$ cat config.mk
export PLATFORM = sky130hd
export DESIGN_NAME = gst_timer
export DESIGN_NICKNAME = d
export VERILOG_FILES = /design/src/verilog/gst_pkg.sv /design/src/verilog/gst_timer.sv
export SDC_FILE = /design/constraint.sdc
export NUM_CORES = 1
export LEC_CHECK = 0
export ABC_CLOCK_PERIOD_IN_PS = 5200
export BUFFER_PORTS_ARGS = -buffer_cell sky130_fd_sc_hd__buf_2
export CORE_UTILIZATION = 25
export CTS_BUF_LIST = sky130_fd_sc_hd__clkbuf_4 sky130_fd_sc_hd__clkbuf_8 sky130_fd_sc_hd__clkbuf_16
export DETAILED_ROUTE_END_ITERATION = 8
export PLACE_DENSITY = 0.46
export SLEW_MARGIN = 20
export SYNTH_ARGS = -nofsm -noshare
export SYNTH_HDL_FRONTEND = slang
export SYNTH_SLANG_ARGS = --single-unit
$ cat constraint.sdc
create_clock -name ref_clk -period 5.2 [get_ports ref_clk]
set_clock_uncertainty 0.1 [all_clocks]
set_input_delay 0.26 -clock ref_clk [delete_from_list [all_inputs] [get_ports ref_clk]]
set_output_delay 0.26 -clock ref_clk [all_outputs]
set_load 0.005 [all_outputs]
$ cat src/verilog/gst_pkg.sv
`default_nettype none
package gst_pkg;
    // ------------------------------------------------------------------
    // Bus geometry
    // ------------------------------------------------------------------
    localparam int ADDR_W = 3;
    localparam int DATA_W = 8;

    // ------------------------------------------------------------------
    // Register offsets
    // ------------------------------------------------------------------
    localparam logic [2:0] OFS_TIMER_CONTROL = 3'h0;
    localparam logic [2:0] OFS_GATE_CONTROL  = 3'h1;
    localparam logic [2:0] OFS_COUNT_LOW     = 3'h2;
    localparam logic [2:0] OFS_COUNT_HIGH    = 3'h3;
    localparam logic [2:0] OFS_OSC_ENABLE    = 3'h4;
    localparam logic [2:0] OFS_CLOCK_SELECT  = 3'h5;
    localparam logic [2:0] OFS_INT_STATUS    = 3'h6;
    localparam logic [2:0] OFS_INT_MASK      = 3'h7;

    // ------------------------------------------------------------------
    // Field positions
    // ------------------------------------------------------------------
    localparam int CTRL_ON_BIT    = 0;
    localparam int CTRL_WIDE_BIT  = 1;
    localparam int CTRL_SYNC_BIT  = 2;
    localparam int CTRL_PS_LSB    = 4;
    localparam int GATE_STATE_BIT = 2;
    localparam int GATE_POL_BIT   = 6;
    localparam int GATE_ON_BIT    = 7;
    localparam int OSC_EN_BIT     = 3;
    localparam int STAT_OVF_BIT   = 0;
    localparam int STAT_GATE_BIT  = 1;

    // ------------------------------------------------------------------
    // Write masks and reset values
    // ------------------------------------------------------------------
    localparam logic [7:0] CTRL_WMASK   = 8'h37;
    localparam logic [7:0] GATE_WMASK   = 8'hc0;
    localparam logic [7:0] OSC_WMASK    = 8'h08;
    localparam logic [7:0] CLKSEL_WMASK = 8'h03;
    localparam logic [7:0] STAT_WMASK   = 8'h03;
    localparam logic [7:0] REG_RESET    = 8'h00;
    localparam logic [15:0] COUNT_RESET = 16'h0000;

    // ------------------------------------------------------------------
    // Count clock select codes
    // ------------------------------------------------------------------
    localparam logic [1:0] CLK_FOSC     = 2'h0;
    localparam logic [1:0] CLK_FOSC_DV4 = 2'h1;
    localparam logic [1:0] CLK_EXT_PIN  = 2'h2;
    localparam logic [1:0] CLK_LP_OSC   = 2'h3;

    // ------------------------------------------------------------------
    // Timing figures
    // ------------------------------------------------------------------
    localparam int CLK_PERIOD_NS          = 10;
    localparam int LOWPOWER_OSC_HZ        = 32768;
    localparam logic [15:0] SETTLE_PRELOAD = 16'hfc00;
    localparam int SETTLE_CLOCKS          = 1024;
endpackage
`default_nettype wire

$ cat src/verilog/gst_timer.sv
// ------------------------------------------------------------------
// Overview of operation
// - Prescale field 11, 10, 01 divides the count clock by 8, 4, 2.
// - Prescale counter hidden from software, cleared by any count byte write.
// - Oscillator enable bit starts the crystal oscillator; it keeps running in sleep.
// - Rollover sets overflow flag; software may time oscillator settling from FC00h.
// - Sync control bit set: external clock counted without synchronisation.
// - Unsynchronised external counting continues in sleep; overflow can wake.
// - Switching sync modes may lose or add one count.
// - Count byte reads are valid while counting an unsynchronised external clock.
// - Gate control register enables gating and sets its polarity.
// - Gated: count only while gate input equals polarity, else hold.
// - Gating off: count on every timer clock.
// - Run bit enables timer; clearing it also clears the gate flip-flop.
// ------------------------------------------------------------------
`timescale 1ns/1ns
`default_nettype none
module gst_timer (
    input  wire logic                       ref_clk,         // System clock, 100 MHz
    input  wire logic                       rst_n,           // Synchronous reset, active low
    input  wire logic [gst_pkg::ADDR_W-1:0] busAddr,         // Register address
    input  wire logic [gst_pkg::DATA_W-1:0] busWrData,       // Write data
    input  wire logic                       busWrStb,        // Write strobe
    input  wire logic                       busRdStb,        // Read strobe
    output logic      [gst_pkg::DATA_W-1:0] busRdData,       // Read data, cycle after strobe
    input  wire logic                       extClkPin,       // External count clock pin
    input  wire logic                       crystalInputPin, // Low-power oscillator output
    input  wire logic                       gatingInput,     // Count gate input
    input  wire logic                       sleepMode,       // Processor asleep
    output logic                            irq,             // Level interrupt
    output logic                            wakeReq,         // Wake request in sleep
    output logic                            crystalAmpOn     // Crystal amplifier enable
);
    import gst_pkg::*;

    // ------------------------------------------------------------------
    // Storage
    // ------------------------------------------------------------------
    logic [7:0]  ctrl_ff;
    logic [7:0]  gateCtrl_ff;
    logic [7:0]  oscillator_enable_reg_ff;
    logic [7:0]  clkSel_ff;
    logic [7:0]  status_ff;
    logic [7:0]  mask_ff;
    logic [15:0] count_ff;
    logic [7:0]  highBuf_ff;
    logic [2:0]  presCnt_ff;
    logic [1:0]  fosc4_ff;
    logic        extMeta_ff;
    logic        extSync_ff;
    logic        extSyncDly_ff;
    logic        extDirect_ff;
    logic        extDirectDly_ff;
    logic        gateFf_ff;
    logic        gateActDly_ff;

    // ------------------------------------------------------------------
    // Decode helpers
    // ------------------------------------------------------------------
    // Strobe qualified by address
    function automatic logic regHit(input logic stb, input logic [2:0] addr, input logic [2:0] ofs);
        regHit = stb && (addr == ofs);
    endfunction

    // Prescale field to terminal count of the prescale counter
    function automatic logic [2:0] psLimit(input logic [1:0] sel);
        case (sel)
            2'h3:    psLimit = 3'h7;
            2'h2:    psLimit = 3'h3;
            2'h1:    psLimit = 3'h1;
            default: psLimit = 3'h0;
        endcase
    endfunction

    // ------------------------------------------------------------------
    // Register decode
    // ------------------------------------------------------------------
    wire wrCtrl   = regHit(busWrStb, busAddr, OFS_TIMER_CONTROL);
    wire wrGate   = regHit(busWrStb, busAddr, OFS_GATE_CONTROL);
    wire wrLow    = regHit(busWrStb, busAddr, OFS_COUNT_LOW);
    wire wrHigh   = regHit(busWrStb, busAddr, OFS_COUNT_HIGH);
    wire wrOsc    = regHit(busWrStb, busAddr, OFS_OSC_ENABLE);
    wire wrClkSel = regHit(busWrStb, busAddr, OFS_CLOCK_SELECT);
    wire wrStat   = regHit(busWrStb, busAddr, OFS_INT_STATUS);
    wire wrMask   = regHit(busWrStb, busAddr, OFS_INT_MASK);
    wire rdLow    = regHit(busRdStb, busAddr, OFS_COUNT_LOW);
    wire cntWr    = wrLow | wrHigh;

    // ------------------------------------------------------------------
    // Control fields
    // ------------------------------------------------------------------
    wire       runOn    = ctrl_ff[CTRL_ON_BIT];
    wire       wideAcc  = ctrl_ff[CTRL_WIDE_BIT];
    wire       syncOff  = ctrl_ff[CTRL_SYNC_BIT];
    wire [1:0] psSel    = ctrl_ff[CTRL_PS_LSB +: 2];
    wire       gateOn   = gateCtrl_ff[GATE_ON_BIT];
    wire       gatePol  = gateCtrl_ff[GATE_POL_BIT];
    wire       oscOn    = oscillator_enable_reg_ff[OSC_EN_BIT];
    wire [1:0] srcSel   = clkSel_ff[1:0];
    wire       extSel   = (srcSel == CLK_EXT_PIN) || (srcSel == CLK_LP_OSC);
    wire       unsyncExt = extSel & syncOff;

    // ------------------------------------------------------------------
    // Count clock sources
    // ------------------------------------------------------------------
    // Crystal only delivers edges while its oscillator is enabled
    wire extRaw   = (srcSel == CLK_LP_OSC) ? (crystalInputPin & oscOn) : extClkPin;
    wire syncEdge = extSync_ff & ~extSyncDly_ff;
    wire dirEdge  = extDirect_ff & ~extDirectDly_ff;
    // Internal sources ignore the sync bit; the two external paths differ in
    // latency, so a mode change can drop or repeat one edge
    wire intEdge  = (srcSel == CLK_FOSC) ? 1'b1 : (fosc4_ff == 2'h3);
    wire extEdge  = syncOff ? dirEdge : syncEdge;
    wire srcEdge  = extSel ? extEdge : intEdge;

    // ------------------------------------------------------------------
    // Count qualification
    // ------------------------------------------------------------------
    wire gateActive = (gateFf_ff == gatePol);
    wire gateOk     = ~gateOn | gateActive;
    wire sleepOk    = ~sleepMode | unsyncExt;
    wire srcAdv     = srcEdge & runOn & gateOk & sleepOk;
    wire [2:0] presLimit = psLimit(psSel);
    // Compare with >= so a smaller ratio chosen mid-count restarts at once
    wire presHit    = (presCnt_ff >= presLimit);
    wire countInc   = srcAdv & presHit;

    // ------------------------------------------------------------------
    // Events
    // ------------------------------------------------------------------
    wire ovfEvent  = countInc & ~cntWr & (&count_ff);
    wire gateClose = gateOn & gateActDly_ff & ~gateActive;
    wire [7:0] evtBits  = {6'h00, gateClose, ovfEvent};
    wire [7:0] clrBits  = wrStat ? (busWrData & STAT_WMASK) : 8'h00;
    wire [7:0] nxt_status = (status_ff & ~clrBits) | evtBits;
    wire       pendIrq  = |(status_ff & mask_ff);

    // ------------------------------------------------------------------
    // Read data selection
    // ------------------------------------------------------------------
    // Count reads come from the system-clock copy, so they are always whole
    wire [7:0] gateRd = (gateCtrl_ff & GATE_WMASK) | ({7'h00, gateFf_ff} << GATE_STATE_BIT);
    wire [7:0] highRd = wideAcc ? highBuf_ff : count_ff[15:8];
    wire [7:0] rdMux  = (busAddr == OFS_TIMER_CONTROL) ? ctrl_ff :
                        (busAddr == OFS_GATE_CONTROL)  ? gateRd :
                        (busAddr == OFS_COUNT_LOW)     ? count_ff[7:0] :
                        (busAddr == OFS_COUNT_HIGH)    ? highRd :
                        (busAddr == OFS_OSC_ENABLE)    ? oscillator_enable_reg_ff :
                        (busAddr == OFS_CLOCK_SELECT)  ? clkSel_ff :
                        (busAddr == OFS_INT_STATUS)    ? status_ff : mask_ff;

    // ------------------------------------------------------------------
    // Next count
    // ------------------------------------------------------------------
    // A count write takes precedence over a coinciding increment
    logic [15:0] nxt_count;
    always_comb begin
        nxt_count = count_ff;
        if (wrLow && wideAcc) begin
            nxt_count = {highBuf_ff, busWrData};
        end else if (wrLow) begin
            nxt_count[7:0] = busWrData;
        end else if (wrHigh && !wideAcc) begin
            nxt_count[15:8] = busWrData;
        end else if (countInc && !cntWr) begin
            nxt_count = count_ff + 16'h0001;
        end
    end

    // Prescale counter, not mapped to any register
    logic [2:0] nxt_presCnt;
    always_comb begin
        nxt_presCnt = presCnt_ff;
        if (cntWr) begin
            nxt_presCnt = 3'h0;
        end else if (srcAdv) begin
            nxt_presCnt = presHit ? 3'h0 : presCnt_ff + 3'h1;
        end
    end

    // ------------------------------------------------------------------
    // Software registers
    // ------------------------------------------------------------------
    always_ff @(posedge ref_clk) begin
        if (!rst_n) begin
            ctrl_ff     <= REG_RESET;
            gateCtrl_ff <= REG_RESET;
            oscillator_enable_reg_ff    <= REG_RESET;
            clkSel_ff   <= REG_RESET;
            mask_ff     <= REG_RESET;
        end else begin
            if (wrCtrl) ctrl_ff <= busWrData & CTRL_WMASK;
            if (wrGate) gateCtrl_ff <= busWrData & GATE_WMASK;
            if (wrOsc) oscillator_enable_reg_ff <= busWrData & OSC_WMASK;
            if (wrClkSel) clkSel_ff <= busWrData & CLKSEL_WMASK;
            if (wrMask) mask_ff <= busWrData & STAT_WMASK;
        end
    end

    // Status, event set wins over write-one clear
    always_ff @(posedge ref_clk) begin
        if (!rst_n) begin
            status_ff <= REG_RESET;
        end else begin
            status_ff <= nxt_status;
        end
    end

    // ------------------------------------------------------------------
    // Counter, prescaler and high-byte buffer
    // ------------------------------------------------------------------
    always_ff @(posedge ref_clk) begin
        if (!rst_n) begin
            count_ff   <= COUNT_RESET;
            presCnt_ff <= 3'h0;
            highBuf_ff <= REG_RESET;
        end else begin
            count_ff   <= nxt_count;
            presCnt_ff <= nxt_presCnt;
            if (wrHigh && wideAcc) begin
                highBuf_ff <= busWrData;
            end else if (rdLow && wideAcc) begin
                highBuf_ff <= count_ff[15:8];
            end
        end
    end

    // ------------------------------------------------------------------
    // Clock source conditioning
    // ------------------------------------------------------------------
    // Two-stage synchroniser plus a separate single-sample direct path
    always_ff @(posedge ref_clk) begin
        if (!rst_n) begin
            fosc4_ff        <= 2'h0;
            extMeta_ff      <= 1'b0;
            extSync_ff      <= 1'b0;
            extSyncDly_ff   <= 1'b0;
            extDirect_ff    <= 1'b0;
            extDirectDly_ff <= 1'b0;
        end else begin
            fosc4_ff        <= fosc4_ff + 2'h1;
            extMeta_ff      <= extRaw;
            extSync_ff      <= extMeta_ff;
            extSyncDly_ff   <= extSync_ff;
            extDirect_ff    <= extRaw;
            extDirectDly_ff <= extDirect_ff;
        end
    end

    // Gate flip-flop, held clear while the timer is off
    always_ff @(posedge ref_clk) begin
        if (!rst_n) begin
            gateFf_ff     <= 1'b0;
            gateActDly_ff <= 1'b0;
        end else begin
            gateFf_ff     <= runOn ? gatingInput : 1'b0;
            gateActDly_ff <= runOn & gateActive;
        end
    end

    // ------------------------------------------------------------------
    // Outputs
    // ------------------------------------------------------------------
    always_ff @(posedge ref_clk) begin
        if (!rst_n) begin
            busRdData    <= REG_RESET;
            irq          <= 1'b0;
            wakeReq      <= 1'b0;
            crystalAmpOn <= 1'b0;
        end else begin
            busRdData    <= busRdStb ? rdMux : REG_RESET;
            irq          <= pendIrq;
            wakeReq      <= sleepMode & pendIrq;
            crystalAmpOn <= oscOn;
        end
    end
endmodule
`default_nettype wire

After elaboration in Yosys (flattened, before gate mapping)
Cells that the tools add are included.
- register bits after elaboration: 65
- latch bits: 0
- memory bits (writable): 0
- memory bits (read-only): 0
- bits of input ports: 19
- output and inout port bits: 11
- logic and storage cells: 124
- memories: 0
- add/sub/neg operators: 3
- $mul: 0
- divide/modulo/power cells: 0
- magnitude comparators: 1
- equality and inequality tests: 16
- shifts and indexed selects: 0
- muxes and demuxes: 23
- bitwise logic cells: 30
- reduce and logical (&&, ||, !) cells: 30
- operators by type and width (operator ; count):
    $mux W8 ; 13
    $mux W16 ; 2
    $add A16 B1 Y16 const B ; 1
    $reduce_and A16 Y1 ; 1
    $and A1 B1 Y1 ; 14
    $logic_and A1 B1 Y1 ; 14
    $eq A3 B3 Y1 const B ; 4
    $eq A2 B2 Y1 const B ; 5
    $pmux W3 S3 ; 1
    $and A8 B2 Y8 ; 1
    $and A8 B8 Y8 ; 1
    $not A1 Y1 ; 8
    $not A2 Y8 ; 1
    $or A8 B2 Y8 ; 1
    $or A8 B3 Y8 ; 1
    $reduce_and A2 Y1 ; 4
    $reduce_or A8 Y1 ; 1
    $eq A3 B2 Y1 const B ; 2
    $mux W6 ; 1
    $reduce_bool A3 Y1 ; 2
    $mux W1 ; 4
    $reduce_or A2 Y1 ; 2
    $add A3 B1 Y3 const B ; 1
    $eq A3 B1 Y1 const B ; 1
    other kinds (14) ; 17

Longest topological paths before layout
- depth after elaboration: 13
- depth in mapped cells: 8
- mapped depth without buffers: 8

Worst setup path before layout
No wires, ideal clock.
- path type: register to register
- start point: reg ctrl_ff[5]
- end point: reg count_ff[10]
- setup time: 0.137 ns
- arrival time: 1.832 ns
- path slack: 3.131 ns
- cell stages (with the launch flop): 9
- buffers on the path: 0
- period minus slack after synthesis: 2.069 ns
- cells stage by stage: dfxtp_1 -> or2_2 -> ha_1 -> nor2b_1 -> o21ai_2 -> nand2_1 -> nor3_1 -> xnor2_1 -> o22ai_1
- cells in the longest elaborated chain, start to end: 7
- elaborated cells between the ends (all ways): 9
- classes of those cells: 1 x order compare; 3 x eq/ne; 1 x mux; 1 x bitwise; 3 x reduce/logical
- RTL lines (what ; RTL line ; source):
    start, declared ; gst_timer.sv:39 ; logic [7:0] ctrl_ff;
    start signal, assigned ; gst_timer.sv:192 ; if (wrCtrl) ctrl_ff <= busWrData & CTRL_WMASK;
    $eq A2 B1 Y1 / $eq A2 B2 Y1 (equally long branches) ; gst_timer.sv:67 ; case (sel)
    $pmux W3 S3 (*) ; gst_timer.sv:67 ;
    $ge A3 B3 Y1 (*) ; gst_timer.sv:125 ; wire presHit = (presCnt_ff >= presLimit);
    $and A1 B1 Y1 (*) ; gst_timer.sv:126 ; wire countInc = srcAdv & presHit;
    $logic_and A1 B1 Y1 (*) ; gst_timer.sv:165 ; end else if (countInc && !cntWr) begin
    $reduce_bool A3 Y1 (no source line) (*) ; -- ;
    $reduce_and A2 Y1 (no source line) (*) ; -- ;
    end signal, assigned ; gst_timer.sv:218 ; count_ff <= nxt_count;
    end, declared ; gst_timer.sv:45 ; logic [15:0] count_ff;
Every way passes the cells marked *; elsewhere a longest branch is shown, timed or not.
A chain may end at the register's enable or synchronous reset.

Worst setup path after layout
- start point: reg ctrl_ff[5]
- end point: reg count_ff[15]
Same word-level chain as after synthesis.

==> metrics.json <==
{
  "floorplanning": {
    "core_area_um2": 11500,
    "io-pin-count": 30,
    "fp.dieH_um": 111,
    "initial_core_util_pct": 26.0,
    "die_area_um2": 12400,
    "die_w_um": 111,
    "core.rowCount": 39
  },
  "route": {
    "drtPass1Iterations": 6,
    "drcViolationCount": 10,
    "detailed_route_wire_length_um": 9100,
    "wl_met3_um": 418,
    "via_per_inst": 5.21,
    "route.met2.wl_um": 4170,
    "detail_route.wirelength.met1_um": 4360,
    "initialDrtViolationCount": 286,
    "postRouteAntennaNets": 0,
    "dr_total_vias": 2725,
    "top_signal_layer_used": "met4",
    "avgRoutedWirePerCell_um": 17.4
  },
  "global_routing": {
    "pin_count_of_the_biggest_net_entering_global_routing": 38,
    "grt_first_pass_wirelength_um": 14500,
    "antenna_found_initial": 0,
    "grt-ovfl-total": 0,
    "track_usage_pct": 15.4,
    "grt_pass1_vias": 2588
  },
  "min_path": {
    "hp-start": "gatingInput",
    "worst_hold_path_type": "input port to register",
    "hold_depth": 2,
    "worstHoldEndpoint": "gateFf_ff"
  },
  "logic_synthesis": {
    "synth-edff-count": 0,
    "postSynth.asyncResetShare_pct": 0,
    "synth.avg_cell_area_um2": 8.52,
    "synth.yosys.warnings": 0,
    "yosysSeqAreaShare_pct": 39.5,
    "yosys_register_bits": 59,
    "synth_cell_type_count": 52,
    "ys_dominant_reg_cell": "dfxtp_1",
    "synthesis.instances": 351,
    "postSynthNetCount": 376,
    "netlist_area_um2": 2990
  },
  "power_and_ir_drop": {
    "seqPwrFrac_pct": 37.9,
    "power.combinational.fraction_pct": 5.8,
    "internal_power_mw": 0.957,
    "clockPowerShare_pct": 56.3,
    "share_of_total_power_consumed_by_net_switching_pct": 22.9,
    "vdd_drop_max_mv": 0.137,
    "power.static_leakage_nw": 1.34,
    "switchingPower_mw": 0.285,
    "power_density_nw_per_um2": 345,
    "totalPowerFinal_mw": 1.24
  },
  "sta": {
    "setup_repair_after_global_routing_missed_its_margin": "no",
    "worstMarginPinSlew_ps": 969,
    "fmaxAchievable_mhz": 402,
    "final.period_utilization_pct": 47.9,
    "slew_headroom_pct": 35.1,
    "fin_ws_ps": 2710,
    "report.final.setup_viol": 0,
    "count_of_pins_over_their_slew_limit": 0,
    "final.min_clock_period_ps": 2490,
    "fin_tns_setup_ps": 0,
    "report.final.hold_viol_count": 0
  },
  "clock_tree": {
    "tritoncts.num_buffers": 9,
    "cts.hold.buffers_added": 0,
    "h-tree-depth": 3,
    "clock_latency_ps": 330,
    "tritoncts_num_sinks": 59,
    "clk_pin_slew_ps": 60,
    "cts.path.max_buffers": 2,
    "root_buffer": "clkbuf_16",
    "post-cts-setup-buffer-count": 0,
    "ctsResizeCount": 0,
    "tritoncts": "built"
  },
  "worst_setup_path": {
    "arrival_ps": 2570,
    "cp-start-kind": "register",
    "timing.setup.critical_path_class": "register to register",
    "critPathRequiredTime_ps": 5280,
    "setup.worst_path.end_class": "register",
    "worst-path-max-fanout": 8,
    "timing.rr.end": "count_ff[15]",
    "regToRegSetupSlack_ps": 2710,
    "ff2ff_path_depth": 8,
    "worst_r2r_startpoint": "ctrl_ff[5]"
  },
  "finish": {
    "layout-drive-gt1-share_pct": 15.0,
    "diodes": 0,
    "sequential_cell_area_um2": 1180,
    "multi_input_comb_area_um2": 1720,
    "finalNonFillerCells": 523,
    "fillerInstances": 1212,
    "postLayoutCoreUtil_pct": 31.3,
    "nNetsFinal": 400,
    "area_delta_synth_final_pct": 20.3
  },
  "place": {
    "gp_congestion": 0.785,
    "placed_cells_incl_taps": 507,
    "hpwl_um": 6410,
    "dpl_worst_slack_ps": 2730,
    "port-buffer-count": 29
  },
  "outcome": {
    "failing_checks": "design-rule violations",
    "run_status": "finished with violations"
  },
  "run": {
    "cap_violations": 0
  }
}
## layout by cell type (no fill, tap or decap), types with 10 or more instances in the layout
master / netlist / layout
a211oi_1: 10 / 10
a21oi_1: 16 / 16
a22oi_1: 13 / 13
buf_2: 3 / 29
dfxtp_1: 59 / 59
mux2i_1: 24 / 24
nand2_1: 26 / 26
nand3_1: 10 / 10
nor2_1: 47 / 47
nor3_1: 12 / 12
o21ai_0: 10 / 10
## cells in the mapped netlist, drive strengths merged, types with 8 or more instances
cell type   n  area [um^2]
clkbuf     11         42.5
nand4       9         56.3
a211oi     10         75.1
a22oi      13         97.6
nor2       47          176
inv         8         30.0
o21ai      12         63.8
nand2      27          109
mux2i      24          240
nand3      10         50.1
a21oi      16         80.1
dfxtp      59         1180
xnor2       9         78.8
nor3       13         70.1
## power by group through the flow
stage,logic (mW),clock network (mW),registers [mW]
CTS,0.0718,0.707,0.471
global route,0.0789,0.733,0.472
global placement,0.0713,0,0.481
detailed placement,0.0715,0,0.481
finish,0.0721,0.699,0.471
floorplan,0.0439,0,0.477
## cell type report
cell class | instances | share of cell area (%)
multi-input cells | 268 | 47.7
flip-flops and latches | 59 | 32.8
clock buffers | 9 | 6.26
well taps | 143 | 4.97
repair buffers | 29 | 4.03
clock inverters | 7 | 3.44
inverters | 8 | 0.834
## flip-flops by register name, indices dropped and copies added (netlist names)
name                      cells
busRdData                     8
clkSel_ff                     2
count_ff                     16
crystalAmpOn                  1
ctrl_ff                       5
extDirectDly_ff               1
extDirect_ff                  1
extSyncDly_ff                 1
fosc4_ff                      2
gateActDly_ff                 1
gateCtrl_ff                   2
gateFf_ff                     1
highBuf_ff                    8
irq                           1
mask_ff                       2
oscillator_enable_reg_ff      1
presCnt_ff                    3
status_ff                     2
wakeReq                       1
## worst max-delay path, cell delays in order (launching register included)
cell	delay, ps
dfxtp_1	340
or2_2	310
ha_1	280
nor2b_1	50
o21ai_2	380
nand2_1	240
nor3_1	370
xnor2_1	170
o22ai_1	90
## worst max path at each step
stage | startpoint | end | slack [ps] | cells after the start
2_1_floorplan | ctrl_ff[5] | count_ff[10] | 3130 | 8
3_3_place_gp | ctrl_ff[5] | count_ff[15] | 2710 | 8
3_5_place_dp | ctrl_ff[5] | count_ff[15] | 2730 | 8
4_1_cts | ctrl_ff[5] | count_ff[15] | 2710 | 8
5_1_grt | fosc4_ff[0] | count_ff[3] | 2510 | 7
6_report | ctrl_ff[5] | count_ff[15] | 2710 | 8
## logic make-up after synthesis
logic type	count (synthesis)	synth area share [%]
DFF	59	39.5
and+or+nand+nor	145	24.0
muxes	28	9.91
xor gates and xnor gates	10	2.93
adders and majority gates	6	2.51
AOI/OAI and AO/OA	79	17.9
buffers and inverters	24	3.18
## layer usage
| layer | track usage [%] | vias up |
|---|---|---|
| met3 | 2.61 | 11 |
| met5 | 0 | - |
| met1 | 21.0 | 1297 |
| met2 | 23.7 | 81 |
| met4 | 6.94 | 0 |
| li1 | - | 1336 |
## metrics by stage
stage	hold slack (ps)	area, um^2
3_5_place_dp	320	3250
2_1_floorplan	282	2990
5_1_grt	80.4	3600
3_3_place_gp	309	3250
6_report	76.9	3600
4_1_cts	79.5	3600
Power figures use the tool's default switching activity.
